===== src/drive_ramp_defines.svh =====
// Purpose: Offsets, field positions, reset values and timing counts
// Assumes: APB word registers, 100 MHz pclk
// Notes: Frequencies in 0.01 Hz, percentages in 0.1 %, delays in 0.01 s
`ifndef DRIVE_RAMP_DEFINES_SVH
`define DRIVE_RAMP_DEFINES_SVH

// ==========================================================
// Timing
`define CLK_PERIOD_NS 10
`define DELAY_TICK_NS 10000000
`define DELAY_TICK_CYCLES (`DELAY_TICK_NS / `CLK_PERIOD_NS)
`define PCT_FULL_SCALE 32'd1000

// ==========================================================
// Register indices, byte address is index times four
`define IDX_CTRL 5'd0
`define IDX_HOP1 5'd1
`define IDX_HOP2 5'd2
`define IDX_HOP_AMP 5'd3
`define IDX_ACCEL_POINT 5'd4
`define IDX_DECEL_POINT 5'd5
`define IDX_FIRST_LEVEL 5'd6
`define IDX_FIRST_HYST 5'd7
`define IDX_SECOND_LEVEL 5'd8
`define IDX_SECOND_HYST 5'd9
`define IDX_ARRIVE_A 5'd10
`define IDX_BAND_A 5'd11
`define IDX_ARRIVE_B 5'd12
`define IDX_BAND_B 5'd13
`define IDX_ZERO_LEVEL 5'd14
`define IDX_ZERO_DELAY 5'd15
`define IDX_OC_LIMIT 5'd16
`define IDX_OC_DELAY 5'd17
`define IDX_MAX_FREQ 5'd18
`define CFG_COUNT 5'd19
`define IDX_STATUS 5'd19
`define IDX_ACTUAL 5'd20

// ==========================================================
// Control fields
`define CTRL_SKIP_BIT 0
`define CTRL_JOG_BIT 1

// ==========================================================
// Reset values
`define RST_ZERO 16'h0000
`define RST_FREQ_LEVEL 16'h1388
`define RST_HYST 16'h0032
`define RST_ZERO_LEVEL 16'h0032
`define RST_ZERO_DELAY 16'h000a
`define RST_OC_LIMIT 16'h07d0
`define RST_MAX_FREQ 16'h1388

`endif


===== src/drive_ramp_pkg.sv =====
// Purpose: Types shared by the ramp and level detect logic
// Assumes: 16-bit fixed point quantities
// Notes: Constants live in the defines header
package drive_ramp_pkg;

	typedef logic [15:0] value_t;

	typedef struct packed {
		value_t ramp_freq;
		value_t run_freq;
		value_t out_freq;
		value_t out_current;
	} feedback_t;

	typedef struct packed {
		logic run_cmd;
		logic jog_cmd;
		logic accelerating;
		logic decelerating;
		logic motor1_selected;
		logic terminal_ramp_select;
	} drive_cmd_t;

	typedef struct packed {
		logic over_current;
		logic zero_current;
		logic arrive_b;
		logic arrive_a;
		logic second_freq;
		logic first_freq;
	} level_flags_t;

	typedef struct packed {
		logic decel_use_set2;
		logic accel_use_set2;
		logic freq_switch_active;
	} ramp_sel_t;

	typedef enum logic [2:0] {
		st_stopped = 3'b001,
		st_normal = 3'b010,
		st_jog = 3'b100
	} run_state_t;

	typedef enum logic [1:0] {
		skip_up = 2'b01,
		skip_down = 2'b10,
		skip_nearest = 2'b11
	} skip_mode_t;

endpackage


===== src/persist_timer.sv =====
// Purpose: Delay qualification of a current comparison
// Assumes: Delay counted in ticks of tick_cycles clocks
// Notes: Flag follows the condition down on the next edge
`timescale 1ns/100ps
`include "drive_ramp_defines.svh"

module persist_timer #(
	parameter int unsigned tick_cycles = `DELAY_TICK_CYCLES
) (
	input wire logic pclk,
	input wire logic presetn,
	input wire logic cond,
	input wire drive_ramp_pkg::value_t delay,
	output logic flag
);
	localparam int unsigned pre_w = $clog2(tick_cycles + 1);

	generate
		if (tick_cycles < 1) begin : g_bad
			$error("tick_cycles must be at least one");
		end
	endgenerate

	logic [pre_w-1:0] pre;
	logic [16:0] ticks;
	logic tick_now;

	assign tick_now = (pre == pre_w'(tick_cycles - 1));

	// ==========================================================
	// Prescaler and tick count
	always_ff @(posedge pclk or negedge presetn) begin
		if (!presetn) begin
			pre <= '0;
		end else if (!cond || tick_now) begin
			pre <= '0;
		end else begin
			pre <= pre + 1'b1;
		end
	end

	// Saturates one tick past the delay so a long hold cannot wrap
	always_ff @(posedge pclk or negedge presetn) begin
		if (!presetn) begin
			ticks <= '0;
		end else if (!cond) begin
			ticks <= '0;
		end else if (tick_now && ticks <= {1'b0, delay}) begin
			ticks <= ticks + 17'h00001;
		end
	end

	always_ff @(posedge pclk or negedge presetn) begin
		if (!presetn) begin
			flag <= 1'b0;
		end else begin
			flag <= cond && (ticks > {1'b0, delay});
		end
	end

	// ==========================================================
	// Checks
	property p_flag_cause;
		@(posedge pclk) disable iff (!presetn)
		flag |-> $past(cond) && ($past(ticks) > {1'b0, $past(delay)});
	endproperty
	a_flag_cause: assert property (p_flag_cause) else $error("flag without expired delay");

	property p_restart;
		@(posedge pclk) disable iff (!presetn)
		!cond |=> ticks == 17'h00000 && pre == '0;
	endproperty
	a_restart: assert property (p_restart) else $error("timer did not restart");

	property p_drop;
		@(posedge pclk) disable iff (!presetn)
		!cond |=> !flag;
	endproperty
	a_drop: assert property (p_drop) else $error("flag held after condition lapsed");

endmodule


===== src/drive_ramp_and_level_detect.sv =====
// Purpose: Skip bands, ramp time switching, jog priority and level flags
// Assumes: APB slave, zero wait states, inputs synchronous to pclk
// Notes: Read data is captured in the setup phase
//
// Our own choices: the APB slave port and the address map.
`timescale 1ns/100ps
`include "drive_ramp_defines.svh"

module drive_ramp_and_level_detect #(
	parameter int unsigned tick_cycles = `DELAY_TICK_CYCLES
) (
	input wire logic pclk,
	input wire logic presetn,
	input wire logic psel,
	input wire logic penable,
	input wire logic pwrite,
	input wire logic [11:0] paddr,
	input wire logic [31:0] pwdata,
	output logic [31:0] prdata,
	output logic pready,
	output logic pslverr,
	input wire drive_ramp_pkg::feedback_t feedback,
	input wire drive_ramp_pkg::drive_cmd_t cmd,
	output drive_ramp_pkg::value_t actual_freq,
	output drive_ramp_pkg::ramp_sel_t ramp_sel,
	output drive_ramp_pkg::level_flags_t flags,
	output drive_ramp_pkg::run_state_t run_state
);
	generate
		if (tick_cycles < 1) begin : g_bad
			$error("tick_cycles must be at least one");
		end
	endgenerate

	drive_ramp_pkg::value_t cfg [`CFG_COUNT];
	drive_ramp_pkg::run_state_t next_run_state;
	drive_ramp_pkg::value_t next_actual;
	logic [4:0] idx;
	logic mapped;
	logic ramping;
	logic skip_en;
	logic hops_set;
	logic freq_switch_active;
	logic zero_cond;
	logic oc_cond;
	logic oc_raw;
	logic first_hit, second_hit, arrive_a_hit, arrive_b_hit, zero_hit;

	// ==========================================================
	// Helpers
	function automatic drive_ramp_pkg::value_t pct_of(input drive_ramp_pkg::value_t v,
			input drive_ramp_pkg::value_t p);
		logic [31:0] prod;
		prod = v * p;
		prod = prod / `PCT_FULL_SCALE;
		return prod[15:0];
	endfunction

	function automatic drive_ramp_pkg::value_t abs_diff(input drive_ramp_pkg::value_t a,
			input drive_ramp_pkg::value_t b);
		return (a > b) ? a - b : b - a;
	endfunction

	function automatic drive_ramp_pkg::value_t band_lo(input drive_ramp_pkg::value_t h,
			input drive_ramp_pkg::value_t amp);
		return (h > amp) ? h - amp : 16'h0000;
	endfunction

	function automatic drive_ramp_pkg::value_t band_hi(input drive_ramp_pkg::value_t h,
			input drive_ramp_pkg::value_t amp);
		logic [16:0] sum;
		sum = {1'b0, h} + {1'b0, amp};
		return sum[16] ? 16'hffff : sum[15:0];
	endfunction

	function automatic logic in_band(input drive_ramp_pkg::value_t f,
			input drive_ramp_pkg::value_t h, input drive_ramp_pkg::value_t amp);
		return (h != 16'h0000) && (f > band_lo(h, amp)) && (f < band_hi(h, amp));
	endfunction

	// Moves a frequency inside a band to one of its edges
	function automatic drive_ramp_pkg::value_t skip_band(input drive_ramp_pkg::value_t f,
			input drive_ramp_pkg::value_t h, input drive_ramp_pkg::value_t amp,
			input drive_ramp_pkg::skip_mode_t mode);
		drive_ramp_pkg::value_t lo;
		drive_ramp_pkg::value_t hi;
		lo = band_lo(h, amp);
		hi = band_hi(h, amp);
		if (!in_band(f, h, amp)) begin
			return f;
		end
		case (mode)
			drive_ramp_pkg::skip_up: return hi;
			drive_ramp_pkg::skip_down: return lo;
			default: return ((f - lo) <= (hi - f)) ? lo : hi;
		endcase
	endfunction

	// ==========================================================
	// APB slave
	assign idx = paddr[6:2];
	assign mapped = (paddr[11:7] == 5'h00) && (paddr[1:0] == 2'b00) && (idx <= `IDX_ACTUAL);
	assign pready = 1'b1;
	// Status words are read only, so a write to them is refused as well
	assign pslverr = psel && penable && (!mapped || (pwrite && idx >= `CFG_COUNT));

	function automatic drive_ramp_pkg::value_t cfg_reset(input int i);
		case (i)
			`IDX_FIRST_LEVEL, `IDX_SECOND_LEVEL, `IDX_ARRIVE_A, `IDX_ARRIVE_B: return `RST_FREQ_LEVEL;
			`IDX_FIRST_HYST, `IDX_SECOND_HYST: return `RST_HYST;
			`IDX_ZERO_LEVEL: return `RST_ZERO_LEVEL;
			`IDX_ZERO_DELAY: return `RST_ZERO_DELAY;
			`IDX_OC_LIMIT: return `RST_OC_LIMIT;
			`IDX_MAX_FREQ: return `RST_MAX_FREQ;
			default: return `RST_ZERO;
		endcase
	endfunction

	always_ff @(posedge pclk or negedge presetn) begin
		if (!presetn) begin
			for (int i = 0; i < `CFG_COUNT; i++) begin
				cfg[i] <= cfg_reset(i);
			end
		end else if (psel && penable && pwrite && mapped && idx < `CFG_COUNT) begin
			cfg[idx] <= pwdata[15:0];
		end
	end

	// Captured in setup so prdata is a flop and pready can stay high
	always_ff @(posedge pclk or negedge presetn) begin
		if (!presetn) begin
			prdata <= 32'h00000000;
		end else if (psel && !penable) begin
			if (!mapped) begin
				prdata <= 32'h00000000;
			end else if (idx == `IDX_STATUS) begin
				prdata <= {20'h00000, run_state, ramp_sel, flags};
			end else if (idx == `IDX_ACTUAL) begin
				prdata <= {16'h0000, actual_freq};
			end else begin
				prdata <= {16'h0000, cfg[idx]};
			end
		end
	end

	// ==========================================================
	// Skip bands
	assign ramping = cmd.accelerating || cmd.decelerating;
	assign skip_en = cfg[`IDX_CTRL][`CTRL_SKIP_BIT];
	assign hops_set = (cfg[`IDX_HOP1] != 16'h0000) || (cfg[`IDX_HOP2] != 16'h0000);

	always_comb begin
		drive_ramp_pkg::skip_mode_t mode;
		mode = drive_ramp_pkg::skip_nearest;
		if (cmd.accelerating) begin
			mode = drive_ramp_pkg::skip_up;
		end else if (cmd.decelerating) begin
			mode = drive_ramp_pkg::skip_down;
		end
		next_actual = feedback.ramp_freq;
		if (hops_set && (skip_en || !ramping)) begin
			next_actual = skip_band(next_actual, cfg[`IDX_HOP1], cfg[`IDX_HOP_AMP], mode);
			next_actual = skip_band(next_actual, cfg[`IDX_HOP2], cfg[`IDX_HOP_AMP], mode);
		end
	end

	always_ff @(posedge pclk or negedge presetn) begin
		if (!presetn) begin
			actual_freq <= 16'h0000;
		end else begin
			actual_freq <= next_actual;
		end
	end

	// ==========================================================
	// Ramp time set selection
	assign freq_switch_active = cmd.motor1_selected && !cmd.terminal_ramp_select;

	always_ff @(posedge pclk or negedge presetn) begin
		if (!presetn) begin
			ramp_sel <= '0;
		end else begin
			ramp_sel.freq_switch_active <= freq_switch_active;
			ramp_sel.accel_use_set2 <= freq_switch_active
				&& (feedback.run_freq < cfg[`IDX_ACCEL_POINT]);
			ramp_sel.decel_use_set2 <= freq_switch_active
				&& (feedback.run_freq < cfg[`IDX_DECEL_POINT]);
		end
	end

	// ==========================================================
	// Run state with jog priority
	always_comb begin
		case (run_state)
			drive_ramp_pkg::st_stopped, drive_ramp_pkg::st_jog: begin
				next_run_state = cmd.jog_cmd ? drive_ramp_pkg::st_jog
					: (cmd.run_cmd ? drive_ramp_pkg::st_normal : drive_ramp_pkg::st_stopped);
			end
			drive_ramp_pkg::st_normal: begin
				if (cmd.jog_cmd && cfg[`IDX_CTRL][`CTRL_JOG_BIT]) begin
					next_run_state = drive_ramp_pkg::st_jog;
				end else if (!cmd.run_cmd) begin
					next_run_state = drive_ramp_pkg::st_stopped;
				end else begin
					next_run_state = drive_ramp_pkg::st_normal;
				end
			end
			default: next_run_state = drive_ramp_pkg::st_stopped;
		endcase
	end

	always_ff @(posedge pclk or negedge presetn) begin
		if (!presetn) begin
			run_state <= drive_ramp_pkg::st_stopped;
		end else begin
			run_state <= next_run_state;
		end
	end

	// ==========================================================
	// Frequency threshold detectors with hysteresis
	always_ff @(posedge pclk or negedge presetn) begin
		if (!presetn) begin
			first_hit <= 1'b0;
			second_hit <= 1'b0;
		end else begin
			if (feedback.run_freq > cfg[`IDX_FIRST_LEVEL]) begin
				first_hit <= 1'b1;
			end else if (feedback.run_freq < cfg[`IDX_FIRST_LEVEL]
					- pct_of(cfg[`IDX_FIRST_LEVEL], cfg[`IDX_FIRST_HYST])) begin
				first_hit <= 1'b0;
			end
			if (feedback.run_freq > cfg[`IDX_SECOND_LEVEL]) begin
				second_hit <= 1'b1;
			end else if (feedback.run_freq < cfg[`IDX_SECOND_LEVEL]
					- pct_of(cfg[`IDX_SECOND_LEVEL], cfg[`IDX_SECOND_HYST])) begin
				second_hit <= 1'b0;
			end
		end
	end

	// ==========================================================
	// Arrival band detectors
	always_ff @(posedge pclk or negedge presetn) begin
		if (!presetn) begin
			arrive_a_hit <= 1'b0;
			arrive_b_hit <= 1'b0;
		end else begin
			arrive_a_hit <= abs_diff(feedback.out_freq, cfg[`IDX_ARRIVE_A])
				<= pct_of(cfg[`IDX_MAX_FREQ], cfg[`IDX_BAND_A]);
			arrive_b_hit <= abs_diff(feedback.out_freq, cfg[`IDX_ARRIVE_B])
				<= pct_of(cfg[`IDX_MAX_FREQ], cfg[`IDX_BAND_B]);
		end
	end

	// ==========================================================
	// Current detectors
	assign zero_cond = feedback.out_current <= cfg[`IDX_ZERO_LEVEL];
	// A zero limit would otherwise match every current and flag constantly
	assign oc_cond = (cfg[`IDX_OC_LIMIT] != 16'h0000)
		&& (feedback.out_current >= cfg[`IDX_OC_LIMIT]);

	persist_timer #(.tick_cycles(tick_cycles)) zero_timer (
		.pclk(pclk),
		.presetn(presetn),
		.cond(zero_cond),
		.delay(cfg[`IDX_ZERO_DELAY]),
		.flag(zero_hit)
	);

	persist_timer #(.tick_cycles(tick_cycles)) oc_timer (
		.pclk(pclk),
		.presetn(presetn),
		.cond(oc_cond),
		.delay(cfg[`IDX_OC_DELAY]),
		.flag(oc_raw)
	);

	// One driver for the whole flag word, each bit from its own flop
	assign flags = {oc_raw, zero_hit, arrive_b_hit, arrive_a_hit, second_hit, first_hit};

	// ==========================================================
	// Checks
	property p_skip_off;
		@(posedge pclk) disable iff (!presetn)
		ramping && !skip_en |=> actual_freq == $past(feedback.ramp_freq);
	endproperty
	a_skip_off: assert property (p_skip_off) else $error("skip applied while disabled");

	property p_skip_jump;
		@(posedge pclk) disable iff (!presetn)
		ramping && skip_en && hops_set
			|=> !in_band(actual_freq, cfg[`IDX_HOP2], cfg[`IDX_HOP_AMP]);
	endproperty
	a_skip_jump: assert property (p_skip_jump) else $error("frequency dwells in band");

	property p_no_hops;
		@(posedge pclk) disable iff (!presetn)
		!hops_set |=> actual_freq == $past(feedback.ramp_freq);
	endproperty
	a_no_hops: assert property (p_no_hops) else $error("skip active with zero hops");

	property p_switch_off;
		@(posedge pclk) disable iff (!presetn)
		!freq_switch_active |=> !ramp_sel.accel_use_set2 && !ramp_sel.decel_use_set2;
	endproperty
	a_switch_off: assert property (p_switch_off) else $error("set 2 chosen while inactive");

	property p_accel_set;
		@(posedge pclk) disable iff (!presetn)
		freq_switch_active && feedback.run_freq > cfg[`IDX_ACCEL_POINT]
			|=> !ramp_sel.accel_use_set2;
	endproperty
	a_accel_set: assert property (p_accel_set) else $error("wrong acceleration set");

	property p_decel_set;
		@(posedge pclk) disable iff (!presetn)
		freq_switch_active && feedback.run_freq < cfg[`IDX_DECEL_POINT]
			|=> ramp_sel.decel_use_set2 && ramp_sel.freq_switch_active;
	endproperty
	a_decel_set: assert property (p_decel_set) else $error("wrong deceleration set");

	property p_jog;
		@(posedge pclk) disable iff (!presetn)
		run_state == drive_ramp_pkg::st_normal && cmd.jog_cmd && cfg[`IDX_CTRL][`CTRL_JOG_BIT]
			|=> run_state == drive_ramp_pkg::st_jog;
	endproperty
	a_jog: assert property (p_jog) else $error("jog priority not taken");

	property p_fdt_hold;
		@(posedge pclk) disable iff (!presetn)
		flags.second_freq && feedback.run_freq >= cfg[`IDX_SECOND_LEVEL]
			|=> flags.second_freq;
	endproperty
	a_fdt_hold: assert property (p_fdt_hold) else $error("threshold flag dropped early");

	property p_oc_zero;
		@(posedge pclk) disable iff (!presetn)
		cfg[`IDX_OC_LIMIT] == 16'h0000 |=> ##1 !flags.over_current;
	endproperty
	a_oc_zero: assert property (p_oc_zero) else $error("over-current with zero limit");

endmodule


===== config.mk =====
export PLATFORM = sky130hd
export DESIGN_NAME = drive_ramp_and_level_detect
export DESIGN_NICKNAME = d
export VERILOG_FILES = /design/src/drive_ramp_pkg.sv /design/src/persist_timer.sv /design/src/drive_ramp_and_level_detect.sv
export VERILOG_INCLUDE_DIRS = /design/src
export SDC_FILE = /design/constraint.sdc
export NUM_CORES = 2
export LEC_CHECK = 0
export CAP_MARGIN = 40
export CORE_ASPECT_RATIO = 0.5
export CORE_UTILIZATION = 61
export DETAILED_ROUTE_END_ITERATION = 8
export DONT_BUFFER_PORTS = 1
export PLACE_DENSITY = 0.86
export SLEW_MARGIN = 30
export SYNTH_ARGS = -nofsm -noshare
export SYNTH_HDL_FRONTEND = slang
export SYNTH_SLANG_ARGS = --single-unit

===== constraint.sdc =====
create_clock -name pclk -period 22.9 [get_ports pclk]
set_input_delay 3.435 -clock pclk [delete_from_list [all_inputs] [get_ports pclk]]
set_output_delay 3.435 -clock pclk [all_outputs]
set_load 0.02 [all_outputs]

==> out/results.md, run 1 <==
| Stage | Item | Value |
| --- | --- | --- |
| yosys | Post-synth top cells | inv_1, nand2_1, ha_1 |
| clock tree | CTS Hold Bufs | 0 |
| global route | Antenna violations before repair | 76 |
| run status | Result of the run | stopped before the end |
| yosys | Synth async-reset ratio | 1.00 |
| yosys | Syn Inst Count | 11,500 |
| clock tree | CTS Buffer Depth | 3 |
| yosys | Top post-synthesis cells by area | fa_1, ha_1, dfrtp_1, inv_1, nand2_1 |
| run status | Stage where the flow stopped | global routing (5_1_grt) |
| die | Number of core rows | 101 |
| yosys | Area fraction in and, or, nand and nor cells after synthesis | 0.198 |
| yosys | Multiplexer share of the synthesized area | 0.0747 |
| clock tree | TritonCTS Sinks | 422 |
| yosys | Post-synth top area share | 0.170 |
| run status | Tool Error | [ERROR GRT-0232] Routing congestion too high. Check the congestion heatmap in the GUI. |
| place | Placement Cell Area | 107,000 µm² |
| place | DPL Wire Length | 247,000 µm |
| sta | Pin type at the end of the worst path | sequential cell input |
| yosys | Largest area contributor in the synthesized netlist | fa_1 |
| global route | GRT Residual Overflow | 7 |
| place | Global placer's final weighted congestion | 1.02 |
| clock tree | Level count of the clock H-tree | 2 |
| yosys | Main synth FF type | dfrtp_1 |
| yosys | Synthesized-area fraction occupied by ao, oa, aoi and oai cells | 0.199 |
| yosys | Combined area of all synthesized cells | 93,300 µm² |
| die | Die width | 555 µm |
| global route | Combined global-route utilization of all metal layers | 0.622 |
| die | Vert. Die Dim | 279 µm |
| yosys | Main combinational cell family by area after synthesis | adder cells |
| yosys | Mean cell area of the mapped netlist | 8.12 µm² |
| die | Effective utilization at floorplan | 0.615 |
| yosys | Yosys warning total | 0 |
| yosys | Adder-cell area share of the yosys netlist | 0.287 |
| clock tree | Clock buffers created by TritonCTS | 43 |
| global route | Pin count of the biggest net entering global routing | 423 |
| yosys | Cell variety after synth | 142 |
| yosys | Post-synthesis share of cell area spent on xor and xnor gates | 0.0517 |
| yosys | Flip-flop and latch count after synthesis | 422 |
| yosys | Most frequent cell after synthesis | inv_1 |
| die | Count of pins on the block boundary | 181 |
| clock tree | CTS root buf | clkbuf_16 |
| sta | Worst setup endpoint GRT | second_hit$_DFFE_PN0P_/D |
| yosys | Post-synthesis sequential area ratio | 0.114 |
| place | Port Buffers | 0 |
| yosys | Number of synthesized flops with an enable pin | 0 |
==> stage by stage <==
| stage | setup WS [ps] | std cells |
|---|---|---|
| CTS | -935 | 14800 |
| detailed placement | -1950 | 14600 |
| global placement | -1170 | 14600 |
| floorplan | -34.2 | 11500 |
==> cells by family after synthesis <==
logic type	Yosys count
compound gates	2682
fa+ha+maj	1670
other cells	2
mux	567
flops	422
simple gates	3773
buf+inv	1823
xor+xnor	549
==> repair_timing <==
item | in CTS
resized for setup | 223
setup buffers | 70
pin swaps | 101
endpoints found under the setup margin | 4
==> per-layer routing <==
metal	global-route usage	GRT overflow
met5	0.429	0
met4	0.518	6
met2	0.776	1
met1	0.625	0
met3	0.504	0
==> run 2: changes to the inputs <==
- CORE_ASPECT_RATIO: 0.5 -> default
- CORE_UTILIZATION: 61 -> 40
- PLACE_DENSITY: 0.86 -> default
- PLACE_DENSITY_LB_ADDON: default -> 0.15
- clock period: 22.9 -> 29.8 ns (I/O delays scaled with it)
==> run 2 against run 1 <==
Against the previous run: the flow now finishes without violations; synthesized cell count unchanged; area after synthesis unchanged.
==> out/results.md, run 2 <==
| Stage | Item | Value |
| --- | --- | --- |
| run status | Result of the run | finished, final reports clean |
| drt | DR vias | 84,100 |
| yosys | Post-synth top cells | inv_1, nand2_1, ha_1 |
| yosys | Synth async-reset ratio | 1.00 |
| place | Port Buffers | 0 |
| place | Dpl ws | 751 ps |
| setup path | Setup slack of the worst register-to-register path | 1810 ps |
| place | Global placer's final weighted congestion | 0.947 |
| sta | Worst slack on hold paths | 484 ps |
| global route | Combined global-route utilization of all metal layers | 0.257 |
| die | Count of pins on the block boundary | 181 |
| drt | Count of TritonRoute iterations in the first routing pass | 7 |
| sta | Worst setup margin | 1810 ps |
| global route | First-pass GRT wire length | 484,000 µm |
| yosys | Yosys warning total | 0 |
| setup path | WS Path Type | flop to flop |
| die | Effective utilization at floorplan | 0.404 |
| yosys | Cell variety after synth | 142 |
| yosys | Syn Inst Count | 11,500 |
| setup path | Most Frequent Cell on Critical Path | o21ai_0 |
| flow run | Max-capacitance violation count | 0 |
| cells and area | Register bank with the most flops | cfg |
| sta | Skew final | 56.9 ps |
| cells and area | # nets final | 13,000 |
| yosys | Top post-synthesis cells by area | fa_1, ha_1, dfrtp_1, inv_1, nand2_1 |
| cells and area | Synth-to-Final Area Change | 6.05% |
| drt | Drt total wl | 308,000 µm |
| cells and area | Largest registers | cfg x304, oc_timer.pre x20, zero_timer.pre x20 |
| global route | Antenna violations before repair | 23 |
| clock tree | CTS Buffer Depth | 3 |
| yosys | Post-synthesis sequential area ratio | 0.114 |
| power and ir drop | Leakage power of the design | 45.4 nW |
| sta | Fin crit period | 27,990 ps |
| setup path | Type of element capturing the critical path | flop |
| drt | Violation count after the first detailed-routing iteration | 5,798 |
| sta | Unrepaired setup endpoints after global routing | true |
| sta | Worst slew margin relative to its limit | 0.333 |
| drt | Antenna Violating Nets Remaining | 0 |
| sta | Max Slew Vio Count | 0 |
| cells and area | Ratio of cells with drive above 1 in the final layout | 0.0869 |
| setup path | Depth of the worst register-to-register path | 99 |
| sta | Setup TNS | 0 ps |
| power and ir drop | Peak supply drop | 0.0381 mV |
| power and ir drop | Total Power Consumption | 1.46 mW |
| setup path | Count of buffering cells on the critical path with inverters included | 10 |
| min path | Hold Path Sink | oc_timer.pre[0] |
| die | Area of the die | 235,000 µm² |
| setup path | Critical path arrival | 28,500 ps |
| yosys | Largest area contributor in the synthesized netlist | fa_1 |
| setup path | Beginning of the worst register-to-register path | cfg[169] |
| min path | Min-Delay Path Depth | 1 |
| die | Vert. Die Dim | 485 µm |
| cells and area | Most used cells in the layout excluding fill and tap cells | inv_1, nand2_1, ha_1, fa_1, nor2_1 |
| die | Number of core rows | 176 |
| global route | Pin count of the biggest net entering global routing | 423 |
| global route | GRT Residual Overflow | 0 |
| setup path | Kind of cell adding the most delay to the critical path | compound AO/OA/AOI/OAI gates |
| place | Cell Count Post-Placement | 14,100 |
| die | Die width | 485 µm |
| min path | Start point of the worst hold path | oc_timer.pre[0] |
| clock tree | Clock buffers created by TritonCTS | 50 |
| power and ir drop | Reported net switching power | 0.410 mW |
| setup path | Peak per-stage delay on the critical path | 730 ps |
| sta | Setup-failing EPs final | 0 |
| cells and area | Max reg flops | 304 |
| power and ir drop | Combinational share of power | 0.131 |
| cells and area | Final cell area excluding filler cells | 98,900 µm² |
| clock tree | Clock-pin slew on the worst setup and hold paths | 60 ps |
| yosys | Most frequent cell after synthesis | inv_1 |
| yosys | Main synth FF type | dfrtp_1 |
| clock tree | TritonCTS Sinks | 422 |
| yosys | Post-synth top area share | 0.170 |
| cells and area | Filler Cells Inserted | 23,100 |
| global route | Number of global-route vias before repair | 82,800 |
| setup path | Worst Path Max Fanout | 14 |
| sta | Maximum clock rate | 0.0357 GHz |
| setup path | Critical-path top delay cell | dfstp_4 |
| sta | Final worst path period share | 0.939 |
| yosys | Mean cell area of the mapped netlist | 8.12 µm² |
| setup path | Startpoint type of the worst setup path | flop |
| die | Std-Cell Core Area | 231,000 µm² |
| clock tree | CTS tree | built |
| sta | Worst slew pin tran | 1000 ps |
| place | DPL Wire Length | 243,000 µm |
| power and ir drop | Power share of the clock group | 0.456 |
| drt | DR vias/cell | 5.88 |
| drt | Number of DRC violations after detailed routing | 0 |
| setup path | Capture instance of the worst register-to-register path | second_hit |
| yosys | Number of synthesized flops with an enable pin | 0 |
| cells and area | Leading cell type in the layout, fill and taps excluded | inv_1 |
| clock tree | Level count of the clock H-tree | 2 |
| yosys | Combined area of all synthesized cells | 93,300 µm² |
| cells and area | Fin cells | 14,300 |
| power and ir drop | Power density relative to cell area | 14.8 nW/µm² |
| yosys | Flip-flop and latch count after synthesis | 422 |
| drt | Detail-routed net length per standard cell | 21.5 µm |
| power and ir drop | Internal power consumption | 1.05 mW |
| clock tree | CTS root buf | clkbuf_16 |
| min path | Path class of the lowest-slack min-delay path | flop to flop |
| cells and area | End-of-flow core utilization | 0.428 |
| setup path | Data required time of the critical path | 30,310 ps |
| clock tree | Clock insertion delay at the later pin of the skew report | 640 ps |
| power and ir drop | Share of total power in sequential cells | 0.413 |
| sta | Hold violation total from the final report | 0 |
| place | Placement Cell Area | 96,200 µm² |
| power and ir drop | Switch share | 0.281 |
run 2: cell counts after synthesis:
Identical to the previous run, type by type.
run 2: layout make-up:
class                           count  area, µm²  area share
Inverter                         1285       4820      0.0487
Timing Repair Buffer              180       1630      0.0165
Clock buffer                       66       1370      0.0139
Clock inverter                     28        385     0.00389
Tap cell                         3026       3790      0.0383
Antenna cell                       25       62.6    0.000632
Multi-Input combinational cell   9258      76200       0.771
Sequential cell                   422      10700       0.108
run 2: worst max path at each step:
| stage | endpoint | slack, ps | start | cells past startpoint |
|---|---|---|---|---|
| 2_1_floorplan | second_hit | 5290 | cfg[172] | 102 |
| 3_3_place_gp | second_hit | 830 | cfg[168] | 94 |
| 3_5_place_dp | second_hit | 750 | cfg[168] | 95 |
| 4_1_cts | second_hit | 600 | cfg[168] | 95 |
| 5_1_grt | first_hit | -210 | cfg[202] | 95 |
| 6_report | second_hit | 1810 | cfg[169] | 99 |
run 2: worst register-to-register path, delay by kind of cell (launching register included):
kind | cells | cell delay [ps]
AND/OR/NAND/NOR | 22 | 6240
multiplexers | 2 | 580
flip-flops | 1 | 730
XOR/XNOR | 3 | 580
buffers and inverters | 10 | 1680
AO/OA/AOI/OAI | 52 | 13450
adder cells (fa/ha/maj) | 10 | 4550
run 2: cell families (layout without fill, tap and decap cells):
group,Yosys count,count (layout),share of synthesized area
AOI/OAI and AO/OA,2682,2682,0.199
xor gates and xnor gates,549,549,0.0517
adders and majority gates,1670,1670,0.287
buffers and inverters,1823,1559,0.0756
DFF,422,422,0.114
muxes,567,567,0.0747
other,2,42,0.0000805
and+or+nand+nor,3773,3773,0.198
run 2: per-layer routing:
| layer | share of wire | routed length (µm) | up-vias | track usage |
|---|---|---|---|---|
| li1 | - | - | 39500 | - |
| met1 | 0.45 | 137000 | 41900 | 0.349 |
| met2 | 0.46 | 141000 | 2326 | 0.420 |
| met4 | 0.035 | 10900 | 8 | 0.0823 |
| met5 | 0.00028 | 87 | - | 0 |
| met3 | 0.058 | 17800 | 424 | 0.0328 |
run 2: power by group through the flow:
stage / logic (mW) / clock network (mW) / registers [mW]
after floorplan: 0.144 / 0 / 0.604
after global placement: 0.172 / 0 / 0.614
after detailed placement: 0.175 / 0 / 0.614
after CTS: 0.176 / 0.670 / 0.604
after global routing: 0.216 / 0.694 / 0.604
final: 0.191 / 0.665 / 0.603
run 2: timing repair:
action	CTS	global route
gates resized for setup	0	97
setup endpoints to repair	0	3
hold endpoints to repair	0	0
hold buffers	0	0
buffers inserted	0	10
Note: power is estimated with default switching activity, not from simulation.
